<file path="src/common/adc_seq_pkg.sv">
// Shared types and constants of the conversion sequencer
package adc_seq_pkg;

  // ==========================================================
  // Widths
  localparam int CHAN_W   = 4;
  localparam int RESULT_W = 10;
  localparam int HALF_W   = 6;
  localparam int DIV_W    = 3;
  localparam int PCNT_W   = 7;

  // ==========================================================
  // Timing in converter clock half cycles, counted from start
  localparam logic [HALF_W-1:0] FIRST_SH_HALF    = 6'h1b;  // 13.5
  localparam logic [HALF_W-1:0] FIRST_TOTAL_HALF = 6'h32;  // 25
  localparam logic [HALF_W-1:0] NORM_SH_HALF     = 6'h03;  // 1.5
  localparam logic [HALF_W-1:0] NORM_TOTAL_HALF  = 6'h1a;  // 13
  localparam logic [HALF_W-1:0] AUTO_SH_HALF     = 6'h04;  // 2
  localparam logic [HALF_W-1:0] AUTO_TOTAL_HALF  = 6'h1b;  // 13.5
  localparam logic [HALF_W-1:0] FREE_SH_HALF     = 6'h05;  // 2.5
  localparam logic [HALF_W-1:0] FREE_TOTAL_HALF  = 6'h1c;  // 14
  // Selection unlocks for the last converter clock cycle
  localparam logic [HALF_W-1:0] LAST_CYCLE_HALF  = 6'h02;

  // Trigger synchroniser depth in CPU clocks
  localparam int TRIG_SYNC_STAGES = 3;

  // ==========================================================
  // Types
  typedef enum logic [1:0] {
    ST_IDLE,
    ST_WAIT_EDGE,
    ST_CONVERT
  } conv_state_t;

  typedef enum logic [1:0] {
    PROF_FIRST,
    PROF_NORMAL,
    PROF_AUTO,
    PROF_FREE
  } profile_t;

  typedef struct packed {
    logic              reference_select_bit;
    logic [CHAN_W-1:0] input_channel_field;
  } selection_t;

  typedef struct packed {
    selection_t          sel;
    logic [RESULT_W-1:0] value;
  } result_word_t;

endpackage

</file>
<file path="src/design/adc_prescaler.sv">
// Converter clock prescaler producing rising and falling edge strobes
`timescale 1ns/1ps
`default_nettype none

module adc_prescaler #(
  parameter int CNT_W = adc_seq_pkg::PCNT_W
) (
  input  wire logic                         i_clk,
  input  wire logic                         i_rst_n,
  input  wire logic                         i_converter_on,
  input  wire logic                         i_sync_reset,
  input  wire logic [adc_seq_pkg::DIV_W-1:0] i_clock_divider_select,
  output logic                              o_rise,
  output logic                              o_fall
);

  // ==========================================================
  // Ratio 2 for codes 0 and 1, else two to the code
  function automatic logic [CNT_W:0] ratio(input logic [adc_seq_pkg::DIV_W-1:0] sel);
    logic [CNT_W:0] r;
    r = (CNT_W+1)'(1) << sel;
    if (sel == 3'h0) begin
      r = (CNT_W+1)'(2);
    end
    return r;
  endfunction

  typedef struct packed {
    logic [CNT_W-1:0] count;
  } state_t;

  state_t         s;
  state_t         next_s;
  logic [CNT_W:0] div;

  // ==========================================================
  // Edges are decoded from the count, so a reset costs no extra cycle
  always_comb begin
    div    = ratio(i_clock_divider_select);
    o_rise = i_converter_on && ({1'b0, s.count} == div - (CNT_W+1)'(1));
    o_fall = i_converter_on && ({1'b0, s.count} == (div >> 1) - (CNT_W+1)'(1));
    next_s = s;
    if (!i_converter_on || i_sync_reset) begin
      next_s.count = '0;
    end else if ({1'b0, s.count} >= div - (CNT_W+1)'(1)) begin
      // Also catches a count left above a newly chosen smaller ratio
      next_s.count = '0;
    end else begin
      next_s.count = s.count + CNT_W'(1);
    end
  end

  always_ff @(posedge i_clk or negedge i_rst_n) begin
    if (!i_rst_n) begin
      s <= '0;
    end else begin
      s <= next_s;
    end
  end

endmodule

`default_nettype wire

</file>
<file path="src/design/result_buffer.sv">
// Small valid/ready buffer for finished conversion results
`timescale 1ns/1ps
`default_nettype none

module result_buffer #(
  parameter int WIDTH = 16,
  parameter int DEPTH = 2
) (
  input  wire logic             i_clk,
  input  wire logic             i_rst_n,
  input  wire logic             i_in_valid,
  output logic                  o_in_ready,
  input  wire logic [WIDTH-1:0] i_in_data,
  output logic                  o_out_valid,
  input  wire logic             i_out_ready,
  output logic      [WIDTH-1:0] o_out_data
);

  localparam int PTR_W = (DEPTH > 1) ? $clog2(DEPTH) : 1;

  typedef struct packed {
    logic [DEPTH-1:0][WIDTH-1:0] mem;
    logic [PTR_W-1:0]            wr;
    logic [PTR_W-1:0]            rd;
    logic [PTR_W:0]              fill;
  } state_t;

  state_t s;
  state_t next_s;
  logic   push;
  logic   pop;

  // ==========================================================
  // Pointer wrap kept explicit so DEPTH need not be a power of two
  function automatic logic [PTR_W-1:0] bump(input logic [PTR_W-1:0] p);
    return (p == PTR_W'(DEPTH - 1)) ? '0 : p + PTR_W'(1);
  endfunction

  always_comb begin
    o_in_ready  = (s.fill != (PTR_W+1)'(DEPTH));
    o_out_valid = (s.fill != '0);
    o_out_data  = s.mem[s.rd];
    push        = i_in_valid && o_in_ready;
    pop         = o_out_valid && i_out_ready;
    next_s      = s;
    if (push) begin
      next_s.mem[s.wr] = i_in_data;
      next_s.wr        = bump(s.wr);
    end
    if (pop) begin
      next_s.rd = bump(s.rd);
    end
    if (push && !pop) begin
      next_s.fill = s.fill + (PTR_W+1)'(1);
    end else if (pop && !push) begin
      next_s.fill = s.fill - (PTR_W+1)'(1);
    end
  end

  always_ff @(posedge i_clk or negedge i_rst_n) begin
    if (!i_rst_n) begin
      s <= '0;
    end else begin
      s <= next_s;
    end
  end

endmodule

`default_nettype wire

</file>
<file path="src/design/adc_conversion_sequencer.sv">
// Conversion sequencer of a successive-approximation converter
`timescale 1ns/1ps
`default_nettype none

// Overview of operation
// - Prescaler counts while converter is on, held reset while it is off.
// - Converter clock is the CPU clock divided by the selected ratio.
// - A written start flag begins conversion at next converter clock rise.
// - Normal conversion lasts 13 cycles, sample-and-hold at 1.5.
// - First conversion after switch-on lasts 25 cycles, sample at 13.5.
// - Completion stores result, sets done flag, clears start flag in single mode.
// - Trigger resets prescaler; sample at 2 cycles, conversion 13.5 cycles.
// - Trigger synchronisation adds three CPU clocks before auto start.
// - Free running restarts on completion with start flag kept high.
// - Selection follows temporary register until start, then is locked.
// - Selection copying resumes in the last converter cycle of a conversion.
// - Free running change after completion applies from the conversion after next.
// - Halting in quiet sleep, idle, single mode, interrupt on starts conversion.
// - Conversion started in sleep still raises its interrupt after early wake.
// - Other sleep modes do not switch the converter off.
// - Start flag reads one throughout any conversion in progress.
// - Trigger edges during a conversion are ignored.
// - Low byte read blocks result update until high byte read; flag still set.
module adc_conversion_sequencer #(
  parameter int BUF_DEPTH = 2
) (
  input  wire logic                             i_clk,
  input  wire logic                             i_rst_n,
  // Control bits
  input  wire logic                             i_converter_on,
  input  wire logic                             i_start_write,
  input  wire logic                             i_auto_trigger_on,
  input  wire logic                             i_free_running,
  input  wire logic [adc_seq_pkg::DIV_W-1:0]    i_clock_divider_select,
  input  wire logic                             i_done_clear,
  input  wire logic                             i_done_int_enable,
  input  wire logic                             i_trigger,
  input  wire logic                             i_sleep_halt,
  // Temporary selection write
  input  wire logic                             i_select_write,
  input  wire logic [adc_seq_pkg::CHAN_W-1:0]   i_input_channel_field,
  input  wire logic                             i_reference_select_bit,
  // Data register reads
  input  wire logic                             i_read_low,
  input  wire logic                             i_read_high,
  // Analog front end
  input  wire logic [adc_seq_pkg::RESULT_W-1:0] i_sar_value,
  output logic                                  o_sample_hold,
  output logic                                  o_converting,
  output logic      [adc_seq_pkg::CHAN_W-1:0]   o_active_channel,
  output logic                                  o_active_reference,
  // Status
  output logic                                  o_conversion_start_flag,
  output logic                                  o_conversion_done_flag,
  output logic                                  o_irq_request,
  output logic      [7:0]                       o_result_low_byte,
  output logic      [7:0]                       o_result_high_byte,
  // Result stream
  output logic                                  o_result_valid,
  input  wire logic                             i_result_ready,
  output adc_seq_pkg::result_word_t             o_result_data
);

  // ==========================================================
  // Profile lookup

  function automatic logic [adc_seq_pkg::HALF_W-1:0] sh_half(
    input adc_seq_pkg::profile_t p
  );
    logic [adc_seq_pkg::HALF_W-1:0] h;
    case (p)
      adc_seq_pkg::PROF_FIRST: h = adc_seq_pkg::FIRST_SH_HALF;
      adc_seq_pkg::PROF_AUTO:  h = adc_seq_pkg::AUTO_SH_HALF;
      adc_seq_pkg::PROF_FREE:  h = adc_seq_pkg::FREE_SH_HALF;
      default:                 h = adc_seq_pkg::NORM_SH_HALF;
    endcase
    return h;
  endfunction

  function automatic logic [adc_seq_pkg::HALF_W-1:0] total_half(
    input adc_seq_pkg::profile_t p
  );
    logic [adc_seq_pkg::HALF_W-1:0] h;
    case (p)
      adc_seq_pkg::PROF_FIRST: h = adc_seq_pkg::FIRST_TOTAL_HALF;
      adc_seq_pkg::PROF_AUTO:  h = adc_seq_pkg::AUTO_TOTAL_HALF;
      adc_seq_pkg::PROF_FREE:  h = adc_seq_pkg::FREE_TOTAL_HALF;
      default:                 h = adc_seq_pkg::NORM_TOTAL_HALF;
    endcase
    return h;
  endfunction

  // ==========================================================
  // State

  typedef struct packed {
    adc_seq_pkg::conv_state_t                   st;
    adc_seq_pkg::profile_t                      prof;
    logic [adc_seq_pkg::HALF_W-1:0]             half;
    logic                                       first;
    adc_seq_pkg::selection_t                    temp;
    adc_seq_pkg::selection_t                    act;
    adc_seq_pkg::selection_t                    conv_sel;
    logic                                       sel_lock;
    logic                                       start_flag;
    logic                                       done_flag;
    logic                                       res_lock;
    logic [adc_seq_pkg::RESULT_W-1:0]           result;
    logic [adc_seq_pkg::TRIG_SYNC_STAGES:0]     trig_sync;
    logic                                       halt_d;
    logic                                       sample;
  } state_t;

  state_t                         s;
  state_t                         next_s;
  logic                           rise;
  logic                           fall;
  logic                           tick;
  logic                           trig_edge;
  logic                           halt_edge;
  logic                           sleep_start;
  logic                           presc_reset;
  logic                           complete;
  logic                           buf_ready;
  logic [adc_seq_pkg::HALF_W-1:0] h_next;
  adc_seq_pkg::result_word_t      buf_in;

  // ==========================================================
  // Prescaler and result buffer

  adc_prescaler #(
    .CNT_W (adc_seq_pkg::PCNT_W)
  ) u_prescaler (
    .i_clk                  (i_clk),
    .i_rst_n                (i_rst_n),
    .i_converter_on         (i_converter_on),
    .i_sync_reset           (presc_reset),
    .i_clock_divider_select (i_clock_divider_select),
    .o_rise                 (rise),
    .o_fall                 (fall)
  );

  // A stalled reader holds the sequencer at its final half cycle
  result_buffer #(
    .WIDTH ($bits(adc_seq_pkg::result_word_t)),
    .DEPTH (BUF_DEPTH)
  ) u_result_buffer (
    .i_clk       (i_clk),
    .i_rst_n     (i_rst_n),
    .i_in_valid  (complete),
    .o_in_ready  (buf_ready),
    .i_in_data   (buf_in),
    .o_out_valid (o_result_valid),
    .i_out_ready (i_result_ready),
    .o_out_data  (o_result_data)
  );

  // ==========================================================
  // Next state

  always_comb begin
    next_s      = s;
    next_s.sample = 1'b0;
    complete    = 1'b0;
    presc_reset = 1'b0;
    tick        = rise || fall;
    h_next      = s.half + adc_seq_pkg::HALF_W'(1);
    buf_in      = '{sel: s.conv_sel, value: i_sar_value};

    // Only the synchroniser's later stages feed the edge detector
    next_s.trig_sync = {s.trig_sync[adc_seq_pkg::TRIG_SYNC_STAGES-1:0], i_trigger};
    trig_edge = s.trig_sync[adc_seq_pkg::TRIG_SYNC_STAGES-1]
              && !s.trig_sync[adc_seq_pkg::TRIG_SYNC_STAGES];
    next_s.halt_d = i_sleep_halt;
    halt_edge     = i_sleep_halt && !s.halt_d;
    // Deeper sleep modes leave the converter running as software left it
    sleep_start = halt_edge && i_converter_on && !i_auto_trigger_on
               && i_done_int_enable && (s.st == adc_seq_pkg::ST_IDLE)
               && !s.start_flag;

    if (i_select_write) begin
      next_s.temp = '{reference_select_bit: i_reference_select_bit,
                      input_channel_field:  i_input_channel_field};
    end
    if (!s.sel_lock) begin
      next_s.act = s.temp;
    end

    if (i_read_low) begin
      next_s.res_lock = 1'b1;
    end
    if (i_read_high) begin
      next_s.res_lock = 1'b0;
    end
    if (i_done_clear) begin
      next_s.done_flag = 1'b0;
    end

    case (s.st)
      adc_seq_pkg::ST_IDLE: begin
        if (i_converter_on && (i_start_write || sleep_start)) begin
          next_s.st         = adc_seq_pkg::ST_WAIT_EDGE;
          next_s.start_flag = 1'b1;
        end else if (i_converter_on && i_auto_trigger_on && !i_free_running
                     && trig_edge) begin
          presc_reset       = 1'b1;
          next_s.st         = adc_seq_pkg::ST_CONVERT;
          next_s.prof       = s.first ? adc_seq_pkg::PROF_FIRST
                                      : adc_seq_pkg::PROF_AUTO;
          next_s.half       = '0;
          next_s.first      = 1'b0;
          next_s.sel_lock   = 1'b1;
          next_s.conv_sel   = s.act;
          next_s.start_flag = 1'b1;
        end
      end
      adc_seq_pkg::ST_WAIT_EDGE: begin
        if (rise) begin
          next_s.st       = adc_seq_pkg::ST_CONVERT;
          next_s.prof     = s.first ? adc_seq_pkg::PROF_FIRST
                                    : adc_seq_pkg::PROF_NORMAL;
          next_s.half     = '0;
          next_s.first    = 1'b0;
          next_s.sel_lock = 1'b1;
          next_s.conv_sel = s.act;
        end
      end
      adc_seq_pkg::ST_CONVERT: begin
        if (s.half == total_half(s.prof)) begin
          complete = buf_ready;
        end else if (tick) begin
          next_s.half = h_next;
          if (h_next == sh_half(s.prof)) begin
            next_s.sample = 1'b1;
          end
          if (h_next == total_half(s.prof) - adc_seq_pkg::LAST_CYCLE_HALF) begin
            next_s.sel_lock = 1'b0;
          end
        end
        if (complete) begin
          next_s.done_flag = 1'b1;
          if (!s.res_lock) begin
            next_s.result = i_sar_value;
          end
          if (i_auto_trigger_on && i_free_running) begin
            // The restart locks what was copied in the last cycle
            next_s.st       = adc_seq_pkg::ST_CONVERT;
            next_s.prof     = adc_seq_pkg::PROF_FREE;
            next_s.half     = '0;
            next_s.sel_lock = 1'b1;
            next_s.conv_sel = s.act;
          end else if (i_start_write) begin
            next_s.st = adc_seq_pkg::ST_WAIT_EDGE;
          end else begin
            next_s.st         = adc_seq_pkg::ST_IDLE;
            next_s.start_flag = 1'b0;
          end
        end
      end
      default: begin
        next_s.st = adc_seq_pkg::ST_IDLE;
      end
    endcase

    // Turning off abandons any conversion and rearms the long first one
    if (!i_converter_on) begin
      next_s.st         = adc_seq_pkg::ST_IDLE;
      next_s.first      = 1'b1;
      next_s.sel_lock   = 1'b0;
      next_s.start_flag = 1'b0;
      next_s.half       = '0;
    end
  end

  always_ff @(posedge i_clk or negedge i_rst_n) begin
    if (!i_rst_n) begin
      s <= '0;
    end else begin
      s <= next_s;
    end
  end

  // ==========================================================
  // Outputs

  always_comb begin
    o_sample_hold           = s.sample;
    o_converting            = (s.st == adc_seq_pkg::ST_CONVERT);
    o_active_channel        = s.act.input_channel_field;
    o_active_reference      = s.act.reference_select_bit;
    o_conversion_start_flag = s.start_flag;
    o_conversion_done_flag  = s.done_flag;
    o_irq_request           = s.done_flag && i_done_int_enable;
    o_result_low_byte       = s.result[7:0];
    o_result_high_byte      = {6'h00, s.result[9:8]};
  end

endmodule

`default_nettype wire

</file>
<file path="config.mk">
export PLATFORM = sky130hd
export DESIGN_NAME = adc_conversion_sequencer
export DESIGN_NICKNAME = d
export VERILOG_FILES = /design/src/common/adc_seq_pkg.sv /design/src/design/adc_prescaler.sv /design/src/design/result_buffer.sv /design/src/design/adc_conversion_sequencer.sv
export SDC_FILE = /design/constraint.sdc
export NUM_CORES = 1
export LEC_CHECK = 0
export ABC_AREA = 0
export BUFFER_PORTS_ARGS = -buffer_cell sky130_fd_sc_hd__buf_2
export CAP_MARGIN = 20
export CELL_PAD_IN_SITES_DETAIL_PLACEMENT = 1
export CELL_PAD_IN_SITES_GLOBAL_PLACEMENT = 2
export CORE_MARGIN = 5
export CORE_UTILIZATION = 40
export DETAILED_ROUTE_END_ITERATION = 6
export HOLD_SLACK_MARGIN = 0.02
export PLACE_DENSITY_LB_ADDON = 0.15
export SETUP_SLACK_MARGIN = 0.3
export SLEW_MARGIN = 10
export SYNTH_ARGS = -nofsm -noshare
export SYNTH_HDL_FRONTEND = slang
export SYNTH_SLANG_ARGS = --single-unit
export TNS_END_PERCENT = 50
</file>
<file path="constraint.sdc">
create_clock -name i_clk -period 5.6 [get_ports i_clk]
set_input_delay 1.12 -clock i_clk [delete_from_list [all_inputs] [get_ports i_clk]]
set_output_delay 1.12 -clock i_clk [all_outputs]
set_load 0.03 [all_outputs]
</file>
==> reports/metrics.yaml, run 1 <==
status: "finished, final reports clean"
vias_per_cell: 5.36
powerDensity_nw_per_um2: 333
post_cts_buffers: 0
cts_resized: 0
postRouteAntennaNets: 0
area_growth_pct: 12.9
start_kind: "input pin"
worst-r2r-setup-slack_ps: 2690
synth_edf_count: 0
io_buffer_count: 67
synth.cell_area_um2: 4650
hold_viol: 0
syn_inst: 408
final_common_cell: "dfrtp_1"
synth_ff_type: "dfrtp_1"
worstPathMaxFanout: 11
drc: 0
vias: 3233
utilization_pct: 46.0
design.core.area_um2: 11400
rsz0062_at_grt: "no"
period_minus_slack_ps: 4220
ir_drop_mv: 0.230
cts_tree: "built"
grt_use_met2_pct: 26.7
final_cell_mix: "dfrtp_1 (87), mux2_2 (66), buf_2 (66)"
clk_pin_slew_ps: 60
setup_violations: 0
fp.dieH_um: 118
r2r-start: "u_prescaler.s[5]"
die_x_um: 118
post_synth_num_cell_types: 65
hold_buffers: 0
cp-end-kind: "flop"
met1_usage_pct: 21.3
gp_congestion: 0.749
dp.cells: 588
grt_use_met3_pct: 3.03
dieArea_um2: 13900
holdCritPathClass: "flop to flop"
clock_latency_ps: 340
relSlewSlack_pct: 44.4
drtIter0Drc: 128
cp_data_required_time_ps: 5820
max_freq_mhz: 237
cts_buffers: 9
antenna_cells: 0
busiest_layer: "met2"
syn_area_per_cell_um2: 11.4
yosys_warnings: 0
min_path_cells: 0
tns_ps: 0
fin_skew_ps: 5.61
grt_pass1_wl_um: 18400
route.detailed.wl_per_inst_um: 17.8
min-delay-start: "next_s[4]"
period_share_pct: 75.4
place_area_um2: 4970
htree_levels: 3
ys_seq_area_share_pct: 46.8
worst_pin_slew_ps: 822
grt_max_degree: 46
cts_sinks: 87
start_util_pct: 40.7
gr-usage-all-layers_pct: 16.2
min_to: "next_s[5]"
dr.pass1.iters: 4
timing.rr.end: "s[43]"
worst-setup-path-type: "input pin to flop"
grt-ovfl-total: 0
cts_max_path_buffers: 2
fin_area_um2: 5250
grt_pass1_vias: 3538
num_rows: 39
maxSlewViolCount: 0
arrival_ps: 4450
reg2regPathDepth: 7
num_io_pins: 74
leakage_uw: 0.00254
dp_hpwl_um: 7910
root_buffer: "clkbuf_16"
fin_cells: 603
drive_above_1_share_pct: 36.1
nets: 502
synth_async_sr_flop_share_pct: 100
antenna_found_initial: 0
wirelength_um: 10700
drv_cap: 0
ys_seq_elements: 87
Yosys cell counts, drive strengths merged, types with 2 or more instances:
master	count	area, um^2
a22oi	2	15.0
nand4b	3	26.3
nor2b	3	18.8
nand4	4	25.0
or4b	2	23.8
and3	9	56.3
clkbuf	8	30.0
xnor2	10	87.6
a21bo	5	50.1
nor4bb	2	20.0
o311ai	2	17.5
nand3b	3	22.5
dfrtp	87	2180
ha	14	175
nand2	21	81.3
or3	3	18.8
o22ai	2	12.5
xor2	10	87.6
mux2	68	766
a21o	4	30.0
o211ai	3	27.5
o31ai	6	45.0
buf	28	199
inv	11	41.3
nor3	7	35.0
nor2	20	87.6
or4	3	22.5
o21ai	11	58.8
a21oi	13	80.1
o21a	2	15.0
nand3	21	105
power by group:
| part | switching [uW] | internal (uW) |
|---|---|---|
| sequential | 73.1 | 696 |
| clock | 237 | 335 |
| combinational | 243 | 167 |
critical path, cell delays in order:
cell and delay [ps]:
buf_2 190, or3b_2 460, ha_1 240, xor2_1 170, ha_1 290, nand3_1 80, nor3_1 300, nand3_1 190
a211oi_1 710, nand2_1 350, mux2_2 340
layout make-up:
| type | instances | area, um^2 |
|---|---|---|
| fillers | 1261 | 6170 |
| multi-input cells | 279 | 2220 |
| flip-flops and latches | 87 | 2180 |
| repair buffers | 68 | 345 |
| clock buffers | 13 | 270 |
| well taps | 143 | 179 |
| inverters | 11 | 41.3 |
| clock inverters | 2 | 15.0 |
routing by layer:
layer  part of all wire (%)  vias up  routed length [um]
met5                      0        -                   0
met4                    1.4        0                 151
met3                    3.2       12                 346
met2                     50       53                5330
met1                     46     1631                4910
li1                       -     1537                   -
per-stage QoR:
step / power [uW] / setup slack (ps) / hold WS, ps
floorplan: 1080 / 1590 / 331
global placement: 1180 / 1190 / 335
detailed placement: 1190 / 1070 / 336
CTS: 1780 / 1370 / 348
global route: 1850 / 1020 / 363
finish: 1750 / 1380 / 345
cell families (layout without fill, tap and decap cells):
group	count (synthesis)	after routing	share of synthesized area [%]
AND/OR/NAND/NOR	108	108	12.9
flip-flops	87	87	46.8
multiplexers	69	69	16.7
AO/OA/AOI/OAI	62	62	10.2
buffers and inverters	47	94	5.81
XOR/XNOR	20	20	3.77
adder cells (fa/ha/maj)	14	14	3.77
other	1	6	0.0806
state kept, by name, indices dropped and copies added, names as in the netlist, 2 cells and up:
register            cells
u_result_buffer.s      34
s                      20
buf_in                  5
o_result_high_byte      2
o_result_low_byte       8
o_active_channel        4
u_prescaler.s           7
next_s                  3
worst max path at each step:
stage,from,end,cells past startpoint
floorplan,i_clock_divider_select[1],s[42],11
global placement,i_clock_divider_select[1],s[42],11
detailed placement,i_clock_divider_select[1],s[43],11
CTS,i_clock_divider_select[1],s[43],11
global route,i_clock_divider_select[1],s[43],11
finish,i_clock_divider_select[1],s[43],11
No activity file was read; power rests on OpenSTA's default activity.
==> inputs of run 2 (changes only) <==
- CORE_UTILIZATION: 40 -> 37
- clock period: 5.6 -> 4.1 ns (I/O delays scaled with it)
==> run 2 against run 1 <==
Final cell count up 5.1%; clock power up 43%; critical endpoint unchanged; critical path depth unchanged; combinational power up 38%; highest routed layer unchanged; largest cell class unchanged.
==> reports/metrics.yaml, run 2 (synthesis results as in run 1) <==
status: "finished, final reports clean"
setup_violations: 0  # unchanged
cts_resized: 0  # unchanged
hold_buffers: 0  # unchanged
relSlewSlack_pct: 39.0  # -5.4 points
final_cell_mix: "dfrtp_1 (87), mux2_2 (66), buf_2 (66)"
gp_congestion: 0.796  # +6.2%
drc: 0  # unchanged
num_rows: 41  # +5.1%
antenna_found_initial: 0  # unchanged
num_io_pins: 74  # unchanged
die_x_um: 122  # +3.6%
arrival_ps: 3700  # -750 ps
holdCritPathClass: "flop to flop"
crit_start: "i_clock_divider_select[1]"
root_buffer: "clkbuf_16"
drv_cap: 0  # unchanged
leakage_uw: 0.00255  # +0.42%
p_clk_share_pct: 33.6  # +1.0 points
grt_pass1_vias: 3383  # -4.4%
nets: 503  # +0.20%
min-delay-start: "next_s[4]"
wirelength_um: 10300  # -3.8%
fin_skew_ps: 8.01  # +2.40 ps
cts_tree: "built"
antenna_cells: 0  # unchanged
cp_data_required_time_ps: 4330  # -1490 ps
route.detailed.wl_per_inst_um: 16.3  # -8.5%
period_share_pct: 84.7
worst-setup-path-type: "input pin to flop"
final_common_cell: "dfrtp_1"
p_switching_uw: 770  # +39%
max_flop_register: "u_result_buffer.s"
clock_latency_ps: 350  # about the same
post_cts_buffers: 0  # unchanged
dp_hpwl_um: 7530  # -4.9%
multiInputGateArea_um2: 2220  # unchanged
drive_above_1_share_pct: 36.4  # +0.28 points
vias_per_cell: 5.12  # -4.4%
cts_max_path_buffers: 2  # unchanged
fin_cells: 634  # +5.1%
cts_sinks: 87  # unchanged
swShare_pct: 31.7  # +0.061 points
gr-usage-all-layers_pct: 15.0  # -1.2 points
worstPathMaxFanout: 11  # unchanged
dp.cells: 618  # +5.1%
dieArea_um2: 14900  # +7.4%
utilization_pct: 42.6  # -3.4 points
setup_slack_ps: 629  # -747 ps
regArea_um2: 2180  # unchanged
ir_drop_mv: 0.342  # +48%
dr.pass1.iters: 4  # unchanged
max_freq_mhz: 288
grt_max_degree: 71  # +54%
intPower_uw: 1660  # +39%
vias: 3249  # +0.49%
period_minus_slack_ps: 3470
cp-end-kind: "flop"
postRouteAntennaNets: 0  # unchanged
drtIter0Drc: 97  # -24%
clk_pin_slew_ps: 60  # about the same
htree_levels: 3  # unchanged
powerDensity_nw_per_um2: 458  # +37%
largest_reg_flops: 34  # unchanged
worst_pin_slew_ps: 914  # +92.1 ps
fp.dieH_um: 122  # +3.6%
io_buffer_count: 67  # unchanged
grt_pass1_wl_um: 17300  # -5.7%
design.core.area_um2: 12500  # +9.2%
rsz0062_at_grt: "no"
hold_viol: 0  # unchanged
cts_buffers: 9  # unchanged
seqPwrFrac_pct: 43.1  # -0.8 points
maxSlewViolCount: 0  # unchanged
area_growth_pct: 14.1
start_util_pct: 37.3  # -3.4 points
start_kind: "input pin"
pre_cts_slack_ps: 307  # -766 ps
tns_ps: 0  # unchanged
power_frac_comb_pct: 23.3  # -0.2 points
grt-ovfl-total: 0  # unchanged
fill_cells: 1396  # +11%
r2r-start: "s[42]"
## run 2: worst paths after layout
kind / end / slack, ps / cells past startpoint
max: s[43] / 630 / 11
min: next_s[5] / 350 / 0
max reg2reg: o_result_low_byte[4] / 1390 / 4
min reg2reg: next_s[5] / 350 / 0
max in group asynchronous: s[43] / 2680 / 2
min in group asynchronous: o_sample_hold / 610 / 1
## run 2: metrics by stage
stage	power, uW	hold slack, ps	area [um^2]
detailed placement	1640	341	5010
global placement	1630	336	5010
floorplan	1470	331	4670
finish	2430	351	5310
global route	2580	373	5310
CTS	2470	355	5310
## run 2: power by group through the flow
stage / registers [uW] / logic, uW / clock network [uW]
floorplan: 1030 / 445 / 0
global placement: 1060 / 564 / 0
detailed placement: 1070 / 574 / 0
CTS: 1050 / 576 / 847
global route: 1060 / 633 / 884
finish: 1050 / 567 / 817
## run 2: area by class of cell
class / count / area share, %
clock inverter: 6 / 1.27
inverter: 11 / 0.778
clock buffer: 10 / 4.32
sequential: 87 / 41.0
tap: 172 / 4.06
timing repair buffer: 69 / 6.65
multi-input combinational: 279 / 41.9
## run 2: worst max-delay path: stages
cell	delay [ps]
buf_2	200
or3b_2	470
ha_1	240
xor2_1	170
ha_1	290
nand3_1	70
nor3_1	280
nand3_1	180
a211oi_1	410
nand2_1	260
mux2_2	320
## run 2: routing by layer
metal  track usage [%]  vias to the layer above  wire (um)
met2              24.8                       45       5090
met3              3.90                       12        374
met4              5.04                        0        159
li1                  -                     1543          -
met1              19.1                     1649       4710
met5                 0                        -          0
